File: src/core/mdc_pkg.sv
package mdc_pkg;

  // register byte offsets
  localparam logic [7:0] ADDR_CFG = 8'h00;
  localparam logic [7:0] ADDR_CTRL = 8'h04;
  localparam logic [7:0] ADDR_PHASE = 8'h08;
  localparam logic [7:0] ADDR_OUTEN = 8'h0c;
  localparam logic [7:0] ADDR_STATUS = 8'h10;

  // deadtime_channel_config fields and reset value
  localparam int CFG_PCN_BIT = 7;
  localparam int CFG_DTE_BIT = 6;
  localparam logic [7:0] CFG_RESET = 8'hff;

  // control_reg_b fields
  localparam int CTRL_CKE_BIT = 0;
  localparam int CTRL_MOE_BIT = 1;
  localparam int CTRL_DAC_BIT = 2;
  localparam int CTRL_OSL_BIT = 3;
  localparam int CTRL_OSH_BIT = 4;
  localparam int CTRL_CHE_LSB = 5;
  localparam int CTRL_CHF_LSB = 7;
  localparam logic [9:0] CTRL_RESET = 10'h000;
  localparam logic [5:0] PHASE_RESET = 6'h00;
  localparam logic [5:0] OUTEN_RESET = 6'h00;

  // deadtime steps in clock cycles: fine, medium, coarse ranges
  localparam int CLK_PERIOD_NS = 50;
  localparam int DT_FINE_SHIFT = 1;
  localparam int DT_MID_SHIFT = 2;
  localparam int DT_COARSE_SHIFT = 3;
  localparam logic [8:0] DT_MID_BASE = 9'h040;
  localparam logic [8:0] DT_COARSE_BASE = 9'h080;

  // bus slave phases
  typedef enum logic [1:0] {BUS_IDLE, BUS_WRITE, BUS_READ} mdc_bus_type;

  // deadtime setting to length in cycles
  function automatic logic [8:0] dt_cycles(input logic [5:0] dtg);
    logic [8:0] r;
    r = 9'h000;
    if (!dtg[5])
    begin
      r = 9'(({3'h0, dtg} + 9'h001) << DT_FINE_SHIFT);
    end
    else if (!dtg[4])
    begin
      r = 9'(DT_MID_BASE + (({5'h00, dtg[3:0]} + 9'h001) << DT_MID_SHIFT));
    end
    else
    begin
      r = 9'(DT_COARSE_BASE + (({5'h00, dtg[3:0]} + 9'h001) << DT_COARSE_SHIFT));
    end
    return r;
  endfunction : dt_cycles

endpackage : mdc_pkg

File: src/core/mdc_top.sv
// What this block does
// - With the channel-count bit clear, only the U phase PWM feeds the outputs.
// - With the channel-count bit set, the U, V and W PWMs each drive their own switch pair.
// - The deadtime enable bit turns the deadtime generator off or on, complementing the adjacent switch.
// - The six-bit deadtime setting picks the deadtime length and its step size.
// - Deadtime enable is write-once while channel-count is set and freely writable while it is clear.
// - After the first write to the config register its write-once bits ignore writes until reset.
// - The mode bits only drive the outputs while peripheral clock enable and output enable are set.
// - Three-pair mode with deadtime and chopper off gives exactly complementary high and low sides on pairs with both state bits set.
// - Channel-count clear, direct access and deadtime off allow PWM or levels, never complements.
// - Channel-count clear with deadtime on pairs the outputs and drives complementary PWM.
// - In paired mode an output-select bit picks the PWM side and a chopper may modulate it.
// - Output mode follows the state bits, output-enable bits and the two output-select bits.
// - In direct access, a phase-state write loads the active state at once, not at commutation.
`timescale 1ns/1ns
module mdc_top
  import mdc_pkg::*;
(
  // clock and reset
  input wire logic CLOCK,
  input wire logic NRST,
  // ahb-lite slave
  input wire logic HSEL,
  input wire logic [31:0] HADDR,
  input wire logic [1:0] HTRANS,
  input wire logic HWRITE,
  input wire logic [2:0] HSIZE,
  input wire logic [31:0] HWDATA,
  input wire logic HREADY,
  output logic [31:0] HRDATA,
  output logic HREADYOUT,
  output logic HRESP,
  // phase pwm and commutation from the counter logic
  input wire logic PWM_U,
  input wire logic PWM_V,
  input wire logic PWM_W,
  input wire logic COMMUTATE,
  // motor output channels
  output logic [5:0] MCO
);

  mdc_bus_type state_reg, state_next;
  logic [7:0] addr_reg, addr_next;
  logic [31:0] rdata_reg, rdata_next;
  logic ready_reg, ready_next;
  logic resp_reg;
  logic pcn_reg, pcn_next;
  logic dte_reg, dte_next;
  logic [5:0] dtg_reg, dtg_next;
  logic lock_reg, lock_next;
  logic [9:0] ctrl_reg, ctrl_next;
  logic [5:0] preload_reg, preload_next;
  logic [5:0] active_reg, active_next;
  logic [5:0] outen_reg, outen_next;
  logic [5:0] mco_reg, mco_next;
  logic take, wr, wr_cfg, wr_phase;
  logic run, paired, dac, osl, osh;
  logic [1:0] che;
  logic [2:0] chf;
  logic carrier, chop_hi, chop_lo;
  logic [8:0] dt_len;
  logic [2:0] pwm_vec, dt_src, dt_hi, dt_lo;

  // control field views
  assign run = ctrl_reg[CTRL_CKE_BIT] && ctrl_reg[CTRL_MOE_BIT];
  assign dac = ctrl_reg[CTRL_DAC_BIT];
  assign osl = ctrl_reg[CTRL_OSL_BIT];
  assign osh = ctrl_reg[CTRL_OSH_BIT];
  assign che = ctrl_reg[CTRL_CHE_LSB +: 2];
  assign chf = ctrl_reg[CTRL_CHF_LSB +: 3];
  assign paired = !pcn_reg && dte_reg;
  assign dt_len = dt_cycles(dtg_reg);

  // bus strobes
  assign take = HSEL && HTRANS[1] && HREADY;
  assign wr = (state_reg == BUS_WRITE);
  assign wr_cfg = wr && (addr_reg == ADDR_CFG);
  assign wr_phase = wr && (addr_reg == ADDR_PHASE);

  // bus phase tracking, reads get one wait state
  always_comb
  begin
    state_next = BUS_IDLE;
    addr_next = addr_reg;
    rdata_next = rdata_reg;
    ready_next = 1'b1;
    if (state_reg == BUS_READ)
    begin
      if (addr_reg == ADDR_CFG)
      begin
        rdata_next = {24'h000000, pcn_reg, dte_reg, dtg_reg};
      end
      else if (addr_reg == ADDR_CTRL)
      begin
        rdata_next = {22'h000000, ctrl_reg};
      end
      else if (addr_reg == ADDR_PHASE)
      begin
        rdata_next = {26'h0000000, active_reg};
      end
      else if (addr_reg == ADDR_OUTEN)
      begin
        rdata_next = {26'h0000000, outen_reg};
      end
      else if (addr_reg == ADDR_STATUS)
      begin
        rdata_next = {19'h00000, lock_reg, mco_reg, active_reg};
      end
      else
      begin
        rdata_next = 32'h00000000;
      end
    end
    if (take)
    begin
      addr_next = HADDR[7:0];
      state_next = HWRITE ? BUS_WRITE : BUS_READ;
      ready_next = HWRITE;
    end
  end

  // bus registers
  always_ff @(posedge CLOCK or negedge NRST)
  begin
    if (!NRST)
    begin
      state_reg <= BUS_IDLE;
      addr_reg <= 8'h00;
      rdata_reg <= 32'h00000000;
      ready_reg <= 1'b1;
      resp_reg <= 1'b0;
    end
    else
    begin
      state_reg <= state_next;
      addr_reg <= addr_next;
      rdata_reg <= rdata_next;
      ready_reg <= ready_next;
      resp_reg <= 1'b0;
    end
  end

  // config, control and phase-state registers
  always_comb
  begin
    pcn_next = pcn_reg;
    dte_next = dte_reg;
    dtg_next = dtg_reg;
    lock_next = lock_reg;
    ctrl_next = ctrl_reg;
    preload_next = preload_reg;
    active_next = active_reg;
    outen_next = outen_reg;
    if (wr_cfg)
    begin
      pcn_next = HWDATA[CFG_PCN_BIT];
      // clearing pcn first reopens the enable bit
      if (!(lock_reg && pcn_reg))
      begin
        dte_next = HWDATA[CFG_DTE_BIT];
      end
      if (!lock_reg)
      begin
        dtg_next = HWDATA[5:0];
      end
      lock_next = 1'b1;
    end
    if (wr && (addr_reg == ADDR_CTRL))
    begin
      ctrl_next = HWDATA[9:0];
    end
    if (wr && (addr_reg == ADDR_OUTEN))
    begin
      outen_next = HWDATA[5:0];
    end
    if (wr_phase)
    begin
      preload_next = HWDATA[5:0];
    end
    if (wr_phase && dac)
    begin
      active_next = HWDATA[5:0];
    end
    else if (COMMUTATE && !dac)
    begin
      active_next = preload_reg;
    end
  end

  // register file flops
  always_ff @(posedge CLOCK or negedge NRST)
  begin
    if (!NRST)
    begin
      pcn_reg <= CFG_RESET[CFG_PCN_BIT];
      dte_reg <= CFG_RESET[CFG_DTE_BIT];
      dtg_reg <= CFG_RESET[5:0];
      lock_reg <= 1'b0;
      ctrl_reg <= CTRL_RESET;
      preload_reg <= PHASE_RESET;
      active_reg <= PHASE_RESET;
      outen_reg <= OUTEN_RESET;
    end
    else
    begin
      pcn_reg <= pcn_next;
      dte_reg <= dte_next;
      dtg_reg <= dtg_next;
      lock_reg <= lock_next;
      ctrl_reg <= ctrl_next;
      preload_reg <= preload_next;
      active_reg <= active_next;
      outen_reg <= outen_next;
    end
  end

  // one deadtime generator per phase, all fed by U when single channel
  assign pwm_vec = {PWM_W, PWM_V, PWM_U};
  assign dt_src = pcn_reg ? pwm_vec : {3{PWM_U}};

  for (genvar g = 0; g < 3; g++)
  begin : g_dt
    mdc_deadtime u_dt (
      .clk(CLOCK),
      .nrst(NRST),
      .enable(dte_reg),
      .dt_len(dt_len),
      .pwm_in(dt_src[g]),
      .hi_out(dt_hi[g]),
      .lo_out(dt_lo[g])
    );
  end

  // chopper carrier
  mdc_chopper u_chop (
    .clk(CLOCK),
    .nrst(NRST),
    .freq(chf),
    .carrier(carrier)
  );

  assign chop_hi = !che[0] || carrier;
  assign chop_lo = !che[1] || carrier;

  // output channel manager
  always_comb
  begin
    mco_next = 6'h00;
    for (int i = 0; i < 3; i++)
    begin
      if (!run)
      begin
        mco_next[2*i] = 1'b0;
        mco_next[2*i+1] = 1'b0;
      end
      else if (pcn_reg)
      begin
        // three independent pairs
        mco_next[2*i] = active_reg[2*i] && dt_hi[i] && chop_hi;
        mco_next[2*i+1] = active_reg[2*i+1] && dt_lo[i] && chop_lo;
      end
      else if (paired)
      begin
        // pair follows U, side picked by output select
        if (active_reg[2*i] || active_reg[2*i+1])
        begin
          mco_next[2*i] = osl ? dt_lo[0] : (dt_hi[0] && chop_hi);
          mco_next[2*i+1] = osl ? (dt_hi[0] && chop_lo) : dt_lo[0];
        end
      end
      else
      begin
        // independent channels: level or U pwm, no complement
        mco_next[2*i] = active_reg[2*i] && (!outen_reg[2*i] || (PWM_U && chop_hi));
        mco_next[2*i+1] = active_reg[2*i+1] && (!outen_reg[2*i+1] || !osh || (PWM_U && chop_lo));
      end
    end
  end

  // output flops
  always_ff @(posedge CLOCK or negedge NRST)
  begin
    if (!NRST)
    begin
      mco_reg <= 6'h00;
    end
    else
    begin
      mco_reg <= mco_next;
    end
  end

  assign MCO = mco_reg;
  assign HRDATA = rdata_reg;
  assign HREADYOUT = ready_reg;
  assign HRESP = resp_reg;
endmodule : mdc_top

File: src/core/mdc_deadtime.sv
`timescale 1ns/1ns
module mdc_deadtime
  import mdc_pkg::*;
(
  // clock and reset
  input wire logic clk,
  input wire logic nrst,
  // control
  input wire logic enable,
  input wire logic [8:0] dt_len,
  // pwm in, switch pair out
  input wire logic pwm_in,
  output logic hi_out,
  output logic lo_out
);

  logic pwm_d_reg, pwm_d_next;
  logic [8:0] cnt_reg, cnt_next;
  logic hi_reg, hi_next;
  logic lo_reg, lo_next;

  // both switches off for dt_len plus one cycles after each pwm edge
  always_comb
  begin
    pwm_d_next = pwm_in;
    cnt_next = 9'h000;
    hi_next = pwm_in;
    lo_next = !pwm_in;
    if (enable && (pwm_in != pwm_d_reg))
    begin
      cnt_next = dt_len;
      hi_next = 1'b0;
      lo_next = 1'b0;
    end
    else if (enable && (cnt_reg != 9'h000))
    begin
      cnt_next = cnt_reg - 9'h001;
      hi_next = 1'b0;
      lo_next = 1'b0;
    end
  end

  // state registers
  always_ff @(posedge clk or negedge nrst)
  begin
    if (!nrst)
    begin
      pwm_d_reg <= 1'b0;
      cnt_reg <= 9'h000;
      hi_reg <= 1'b0;
      lo_reg <= 1'b0;
    end
    else
    begin
      pwm_d_reg <= pwm_d_next;
      cnt_reg <= cnt_next;
      hi_reg <= hi_next;
      lo_reg <= lo_next;
    end
  end

  assign hi_out = hi_reg;
  assign lo_out = lo_reg;
endmodule : mdc_deadtime

File: src/core/mdc_chopper.sv
`timescale 1ns/1ns
module mdc_chopper
  import mdc_pkg::*;
(
  // clock and reset
  input wire logic clk,
  input wire logic nrst,
  // carrier frequency select and output
  input wire logic [2:0] freq,
  output logic carrier
);

  logic [7:0] cnt_reg, cnt_next;
  logic car_reg, car_next;

  // free-running divider, carrier is one of its bits
  always_comb
  begin
    cnt_next = cnt_reg + 8'h01;
    car_next = cnt_reg[freq];
  end

  // state registers
  always_ff @(posedge clk or negedge nrst)
  begin
    if (!nrst)
    begin
      cnt_reg <= 8'h00;
      car_reg <= 1'b0;
    end
    else
    begin
      cnt_reg <= cnt_next;
      car_reg <= car_next;
    end
  end

  assign carrier = car_reg;

endmodule : mdc_chopper

File: config.mk
export PLATFORM = sky130hd
export DESIGN_NAME = mdc_top
export DESIGN_NICKNAME = d
export VERILOG_FILES = /design/src/core/mdc_pkg.sv /design/src/core/mdc_top.sv /design/src/core/mdc_deadtime.sv /design/src/core/mdc_chopper.sv
export SDC_FILE = /design/constraint.sdc
export NUM_CORES = 1
export LEC_CHECK = 0
export BUFFER_PORTS_ARGS = -buffer_cell sky130_fd_sc_hd__buf_4
export CAP_MARGIN = 15
export CELL_PAD_IN_SITES_DETAIL_PLACEMENT = 1
export CELL_PAD_IN_SITES_GLOBAL_PLACEMENT = 1
export CORE_ASPECT_RATIO = 1.4
export CORE_MARGIN = 2
export CORE_UTILIZATION = 45
export DETAILED_ROUTE_END_ITERATION = 16
export PLACE_DENSITY_LB_ADDON = 0.1
export SYNTH_ARGS = -nofsm -noshare
export SYNTH_HDL_FRONTEND = slang
export SYNTH_HIERARCHICAL = 1
export SYNTH_SLANG_ARGS = --single-unit
export TNS_END_PERCENT = 50
File: constraint.sdc
create_clock -name CLOCK -period 4.9 [get_ports CLOCK]
set_clock_uncertainty 0.15 [all_clocks]
set_input_delay 1.47 -clock CLOCK [delete_from_list [all_inputs] [get_ports CLOCK]]
set_output_delay 1.47 -clock CLOCK [all_outputs]
set_load 0.01 [all_outputs]
* Word-level counts from Yosys, hierarchy flattened
Index checks and enable logic that the tools add are counted.
** Operators by class
- Add/subtract/negate cells :: 8
- $lt $le $gt $ge :: 1
- Equality and inequality tests :: 9
- Muxes and demuxes :: 47
- Bitwise operators :: 2
- Reduce and logical (&&, ||, !) cells :: 74
** Operators by type and width (count)
- 9-bit two-way mux :: 8
- 13-bit two-way mux :: 4
- 1-bit logical AND :: 39
- 32-bit two-way mux :: 1
- 2-bit two-way mux :: 14
- 9-bit nonzero test :: 3
- 9-bit by 1-bit subtractor with 9-bit output (second input constant) :: 3
- 8-bit by 4-bit equality test with 1-bit output (second input constant) :: 2
- 1-bit two-way mux :: 16
- 1-bit logical NOT :: 14
- 1-bit logical OR :: 14
- 6-bit two-way mux :: 2
- 7-bit by 9-bit adder with 9-bit output (first input constant) :: 1
- 8-bit by 8-bit adder with 9-bit output (first input constant) :: 1
- 8-bit by 1-bit adder with 8-bit output (second input constant) :: 1
- 8-bit by 3-bit equality test with 1-bit output (second input constant) :: 1
- 8-bit by 5-bit equality test with 1-bit output (second input constant) :: 1
- 8-bit logical NOT :: 1
- 6-bit by 1-bit adder with 7-bit output (second input constant) :: 1
- 4-bit by 1-bit adder with 5-bit output (second input constant) :: 1
- 3-bit by 4-bit less-than comparator with 1-bit output (second input constant) :: 1
- 2-bit AND reduction :: 2
- 1-bit binary-select mux with 3-bit select :: 1
- 3-bit two-way mux :: 1
- 5 further kinds :: 8
** Word-level totals
- Flip-flop bits (word level) :: 131
- Bits of input ports :: 78
- Output and inout port bits :: 40
- Word-level logic and storage cells :: 168

* Longest topological paths before layout
- Word-level depth :: 8
- Mapped depth :: 9
- Depth with buffers taken out :: 7

* Modules after synthesis
The synthesis kept the hierarchy.
** Modules (own cells, without submodules)
- mdc_top :: instances 1, cells an instance 337, area an instance 3636.0 um2, seq. area each 1687.9 um2
- mdc_deadtime :: instances 3, cells an instance 61, area an instance 605.6 um2, seq. area each 300.3 um2
- mdc_chopper :: instances 1, cells an instance 29, area an instance 396.6 um2, seq. area each 225.2 um2

* Least setup slack after synthesis
Ideal clock, no wire load.
- Path kind :: input to register
- Start :: input port PWM_W
- End :: register g_dt[2].u_dt.cnt_reg[2]
- Library setup time :: 0.095 ns
- Arrival time :: 2.424 ns
- Data required time :: 4.655 ns
- Setup slack :: 2.231 ns
- Stages on the path :: 8
- Buffers on the path :: 2
- Path through :: nand2_1 > nand2_1 > xor2_1 > and2_1 > clkbuf_1 > buf_2 > nand2_1 > o31ai_1
** Between the ends
- Word-level cells in the longest chain between the ends :: 4
** Ends and longest elaborated chain
- from (decl) :: line mdc_top.sv:36 : input wire logic PWM_W,
- 3-bit two-way mux :: line mdc_top.sv:219 : assign dt_src = pcn_reg ? pwm_vec : {3{PWM_U}};
- named net dt_src[2] :: line mdc_top.sv:62 : logic [2:0] pwm_vec, dt_src, dt_hi, dt_lo;
- 1-bit inequality test :: line mdc_deadtime.sv:29 : if (enable && (pwm_in != pwm_d_reg))
- 1-bit logical AND :: line mdc_deadtime.sv:29
- 9-bit two-way mux :: line mdc_deadtime.sv:29
- named net g_dt[2].u_dt.cnt_next[2] :: line mdc_deadtime.sv:18 : logic [8:0] cnt_reg, cnt_next;
- to (signal assigned) :: line mdc_deadtime.sv:56 : cnt_reg <= cnt_next;
- to (decl) :: line mdc_deadtime.sv:18
The timed path passes the listed nets, and every way through them passes these cells.
A chain may end at the register's enable or synchronous reset.

* Worst setup path in the final report
- Start :: input port PWM_U
- End :: register g_dt[2].u_dt.cnt_reg[7]
** Between the ends
- Word-level cells in the longest chain between the ends :: 4
** Ends and longest elaborated chain
- from (decl) :: line mdc_top.sv:34 : input wire logic PWM_U,
- 3-bit two-way mux :: line mdc_top.sv:219
- named net dt_src[2] :: line mdc_top.sv:62
- 1-bit inequality test :: line mdc_deadtime.sv:29
- 1-bit logical AND :: line mdc_deadtime.sv:29
- 9-bit two-way mux :: line mdc_deadtime.sv:29
- named net g_dt[2].u_dt.cnt_next[7] :: line mdc_deadtime.sv:18
The timed path passes the listed nets, and every way through them passes these cells.

==> impl_results.md <==
* Grt ovf at 0
* P&R area growth vs syn at 12.7%
* Initial Util at a little under half
* Initial antenna violation count at 0
* Final-report setup violation count at 0
* Crit path cell chain: buf_4 -> nand2_1 -> nand2_1 -> xor2_1 -> and2_1 -> nand2_1 -> o21ai_0
* P per Cell Area at roughly 340 nW/um^2
* Post-cts sizing count at 0
* Area after DPL at about 6300 sq um
* WS Path Type: in2reg
* Ant. Diodes at 0
* Initial drt markers at between 150 and 200
* Clk slew on worst S/H paths at ~80 ps
* Endpoint type of the worst setup path: flip-flop
* # fillers at ~1400
* Final instance area at between 6000 and 7000 sq um
* Worst skew pair latency at 350 ps
* Vias per std cell at 5.68
* CTS Sinks at 112
* WP buf/inv at 1
* Top cell by count, worst path: nand2_1
* CTS tree: yes
* Row count at 49
* H-tree depth at 3
* Status: finished clean
* Async SR Flop Fraction at 100%
* Number of global-route vias before repair at 4519
* Synth top area share at between 40 and 50%
* Post-CTS Setup Bufs at 0
* #FFs+latches synth at between 100 and 150
* Slew headroom at 44.2%
* Die H at around 140 um
* GPL Wtd Cong at roughly 0.85
* Die area at between 10000 and 15000 sq um
* Max-slew violations at 0
* Measured slew at the worst slew-check pin at ~840 ps
* Synth Instances at approximately 550
* CP required at approximately 5000 ps
* 1st-pass router iterations at 4
* Post-CTS Hold Buffers at 0
* Clock Path Buffers at 2
* Drc violations at 0
* Share of cells above drive strength 1 at roughly a quarter
* Cts bufs inserted at 9
* Top-level port count at between 100 and 150
* Top_reg_cell synth: dfrtp_1
* Post-DRT Antenna Nets at 0
* Top cells by count, synth: 103 x dfrtp_1, 72 x nand2_1, 33 x mux2_2
* First-pass GRT wire length at between 20000 and 25000 um
* Crit Path Max Fanout at 14
* Delay-heaviest family, CP: simple AND/OR/NAND/NOR gates
* Crit-path slowest cell: and2_1
* RSZ-0062 raised after global routing: no
* Vias at between 4000 and 5000
* Max_cap viols at 0
* Final nets at 677
* Fmax at 371 MHz
* Area leader, netlist: dfrtp_1
* Tcrit/Tclk final at between 50% and 60%
* IO Port Bufs at 47
* WL/cell at just over 20 um
* Detailed Route WL at 15200 um
* CTS root buffer: clkbuf_16
* Hold Vio Cnt, Final at 0
* Post-synthesis cell area at a little under 6000 sq um
* Top cells by area, synth: dfrtp_1 44%, mux2_2 6.4%, nand2_1 4.6%
* Sequential area share after synthesis at approximately 48%
* Worst min path class: reg2reg
* Core footprint at ~13000 sq um
* Leakage power at 3.04 nW
* Mapped Avg Cell Area at 10.7 sq um
* EDFF count, synth at 0
* Max FFs per register at 27
* CP startpoint kind: input port
* Final min period at 2700 ps
* CP arrival at between 2000 and 3000 ps
* Most common cell in the synthesized netlist: dfrtp_1
* All-Layer GR Usage at 23.1%
* Horiz. Die Dim at 100 um
* Setup TNS at 0 ps
* Syn. warnings at 6
* Max incr delay on CP at around 470 ps
* Peak supply drop at approximately 0.19 mV
* Largest net degree at the start of global routing at between 60 and 70
* Library cells used by synthesis at 64
* Detail Placement HPWL at 11400 um
routing by layer:
metal | track usage [%] | share of wire, %
met1 | 26.9 | 39
met2 | 42.2 | 55
met3 | 3.48 | 2.9
met5 | 0 | 0
met4 | 8.72 | 3.0
layout make-up:
cell class,instances,area [sq um],area share [%]
tap,153,191,2.90
sequential,112,2810,42.7
clock inverter,6,98.8,1.50
timing repair buffer,49,368,5.58
multi-input combinational,405,2820,42.8
inverter,16,60.1,0.911
clock buffer,10,239,3.62
kinds of logic (layout without fill, tap and decap cells):
group / count (synthesis) / count (layout) / synth area share, %
and+or+nand+nor: 202 / 202 / 19.4
DFF: 112 / 112 / 48.1
AOI/OAI and AO/OA: 101 / 101 / 12.4
buffers and inverters: 54 / 81 / 5.05
muxes: 42 / 42 / 8.96
xor gates and xnor gates: 30 / 30 / 4.49
adders and majority gates: 7 / 7 / 1.45
other: 1 / 23 / 0.0641
metrics by stage:
| step | util [%] | hold WS (ps) | power (mW) | setup WS (ps) | cells |
|---|---|---|---|---|---|
| after global routing | 51.7 | 353 | 2.31 | 2050 | 751 |
| after CTS | 51.7 | 341 | 2.23 | 2190 | 751 |
| after floorplan | - | 284 | 1.28 | 2230 | 571 |
| final | 51.7 | 331 | 2.21 | 2200 | 751 |
| after global placement | 49.1 | 302 | 1.39 | 1880 | 735 |
| after detailed placement | 49.1 | 325 | 1.40 | 1800 | 735 |
where the power goes:
group | total (mW) | switching, mW | internal (mW)
logic | 0.306 | 0.166 | 0.140
clock network | 0.825 | 0.354 | 0.471
registers | 1.08 | 0.0981 | 0.980
total | 2.21 | 0.618 | 1.59
worst reg2reg max path, delay by kind of cell, from the launching register on:
kind / cells / cell delay, ps
multiplexers: 1 / 500
AND/OR/NAND/NOR: 3 / 1350
flip-flops: 1 / 420
layout by cell type (no fill, tap or decap), types with 11 or more instances in the layout:
cell type / count
conb_1: 23
a21oi_1: 17
buf_4: 49
nor3_1: 15
nand2_1: 72
dfrtp_1: 103
inv_1: 16
nor2_1: 24
nand2b_1: 18
xnor2_1: 13
mux2_2: 33
nand3_1: 12
o31ai_1: 16
o21ai_0: 23
xor2_1: 17
nor2b_1: 11
path summary, 6_finish.rpt:
| kind | from | end | slack, ps | cells past startpoint |
|---|---|---|---|---|
| min | u_chop/cnt_reg[7] | u_chop/cnt_reg[7] | 330 | 1 |
| max in group asynchronous | NRST | dtg_reg[4] | 2620 | 2 |
| max | PWM_U | g_dt[2].u_dt/cnt_reg[7] | 2200 | 7 |
| min reg2reg | u_chop/cnt_reg[7] | u_chop/cnt_reg[7] | 330 | 1 |
| max reg2reg | addr_reg[1] | ctrl_reg[7] | 2360 | 4 |
| min in group asynchronous | NRST | g_dt[0].u_dt/cnt_reg[2] | 1050 | 1 |
No activity file was read; power rests on OpenSTA's default activity.
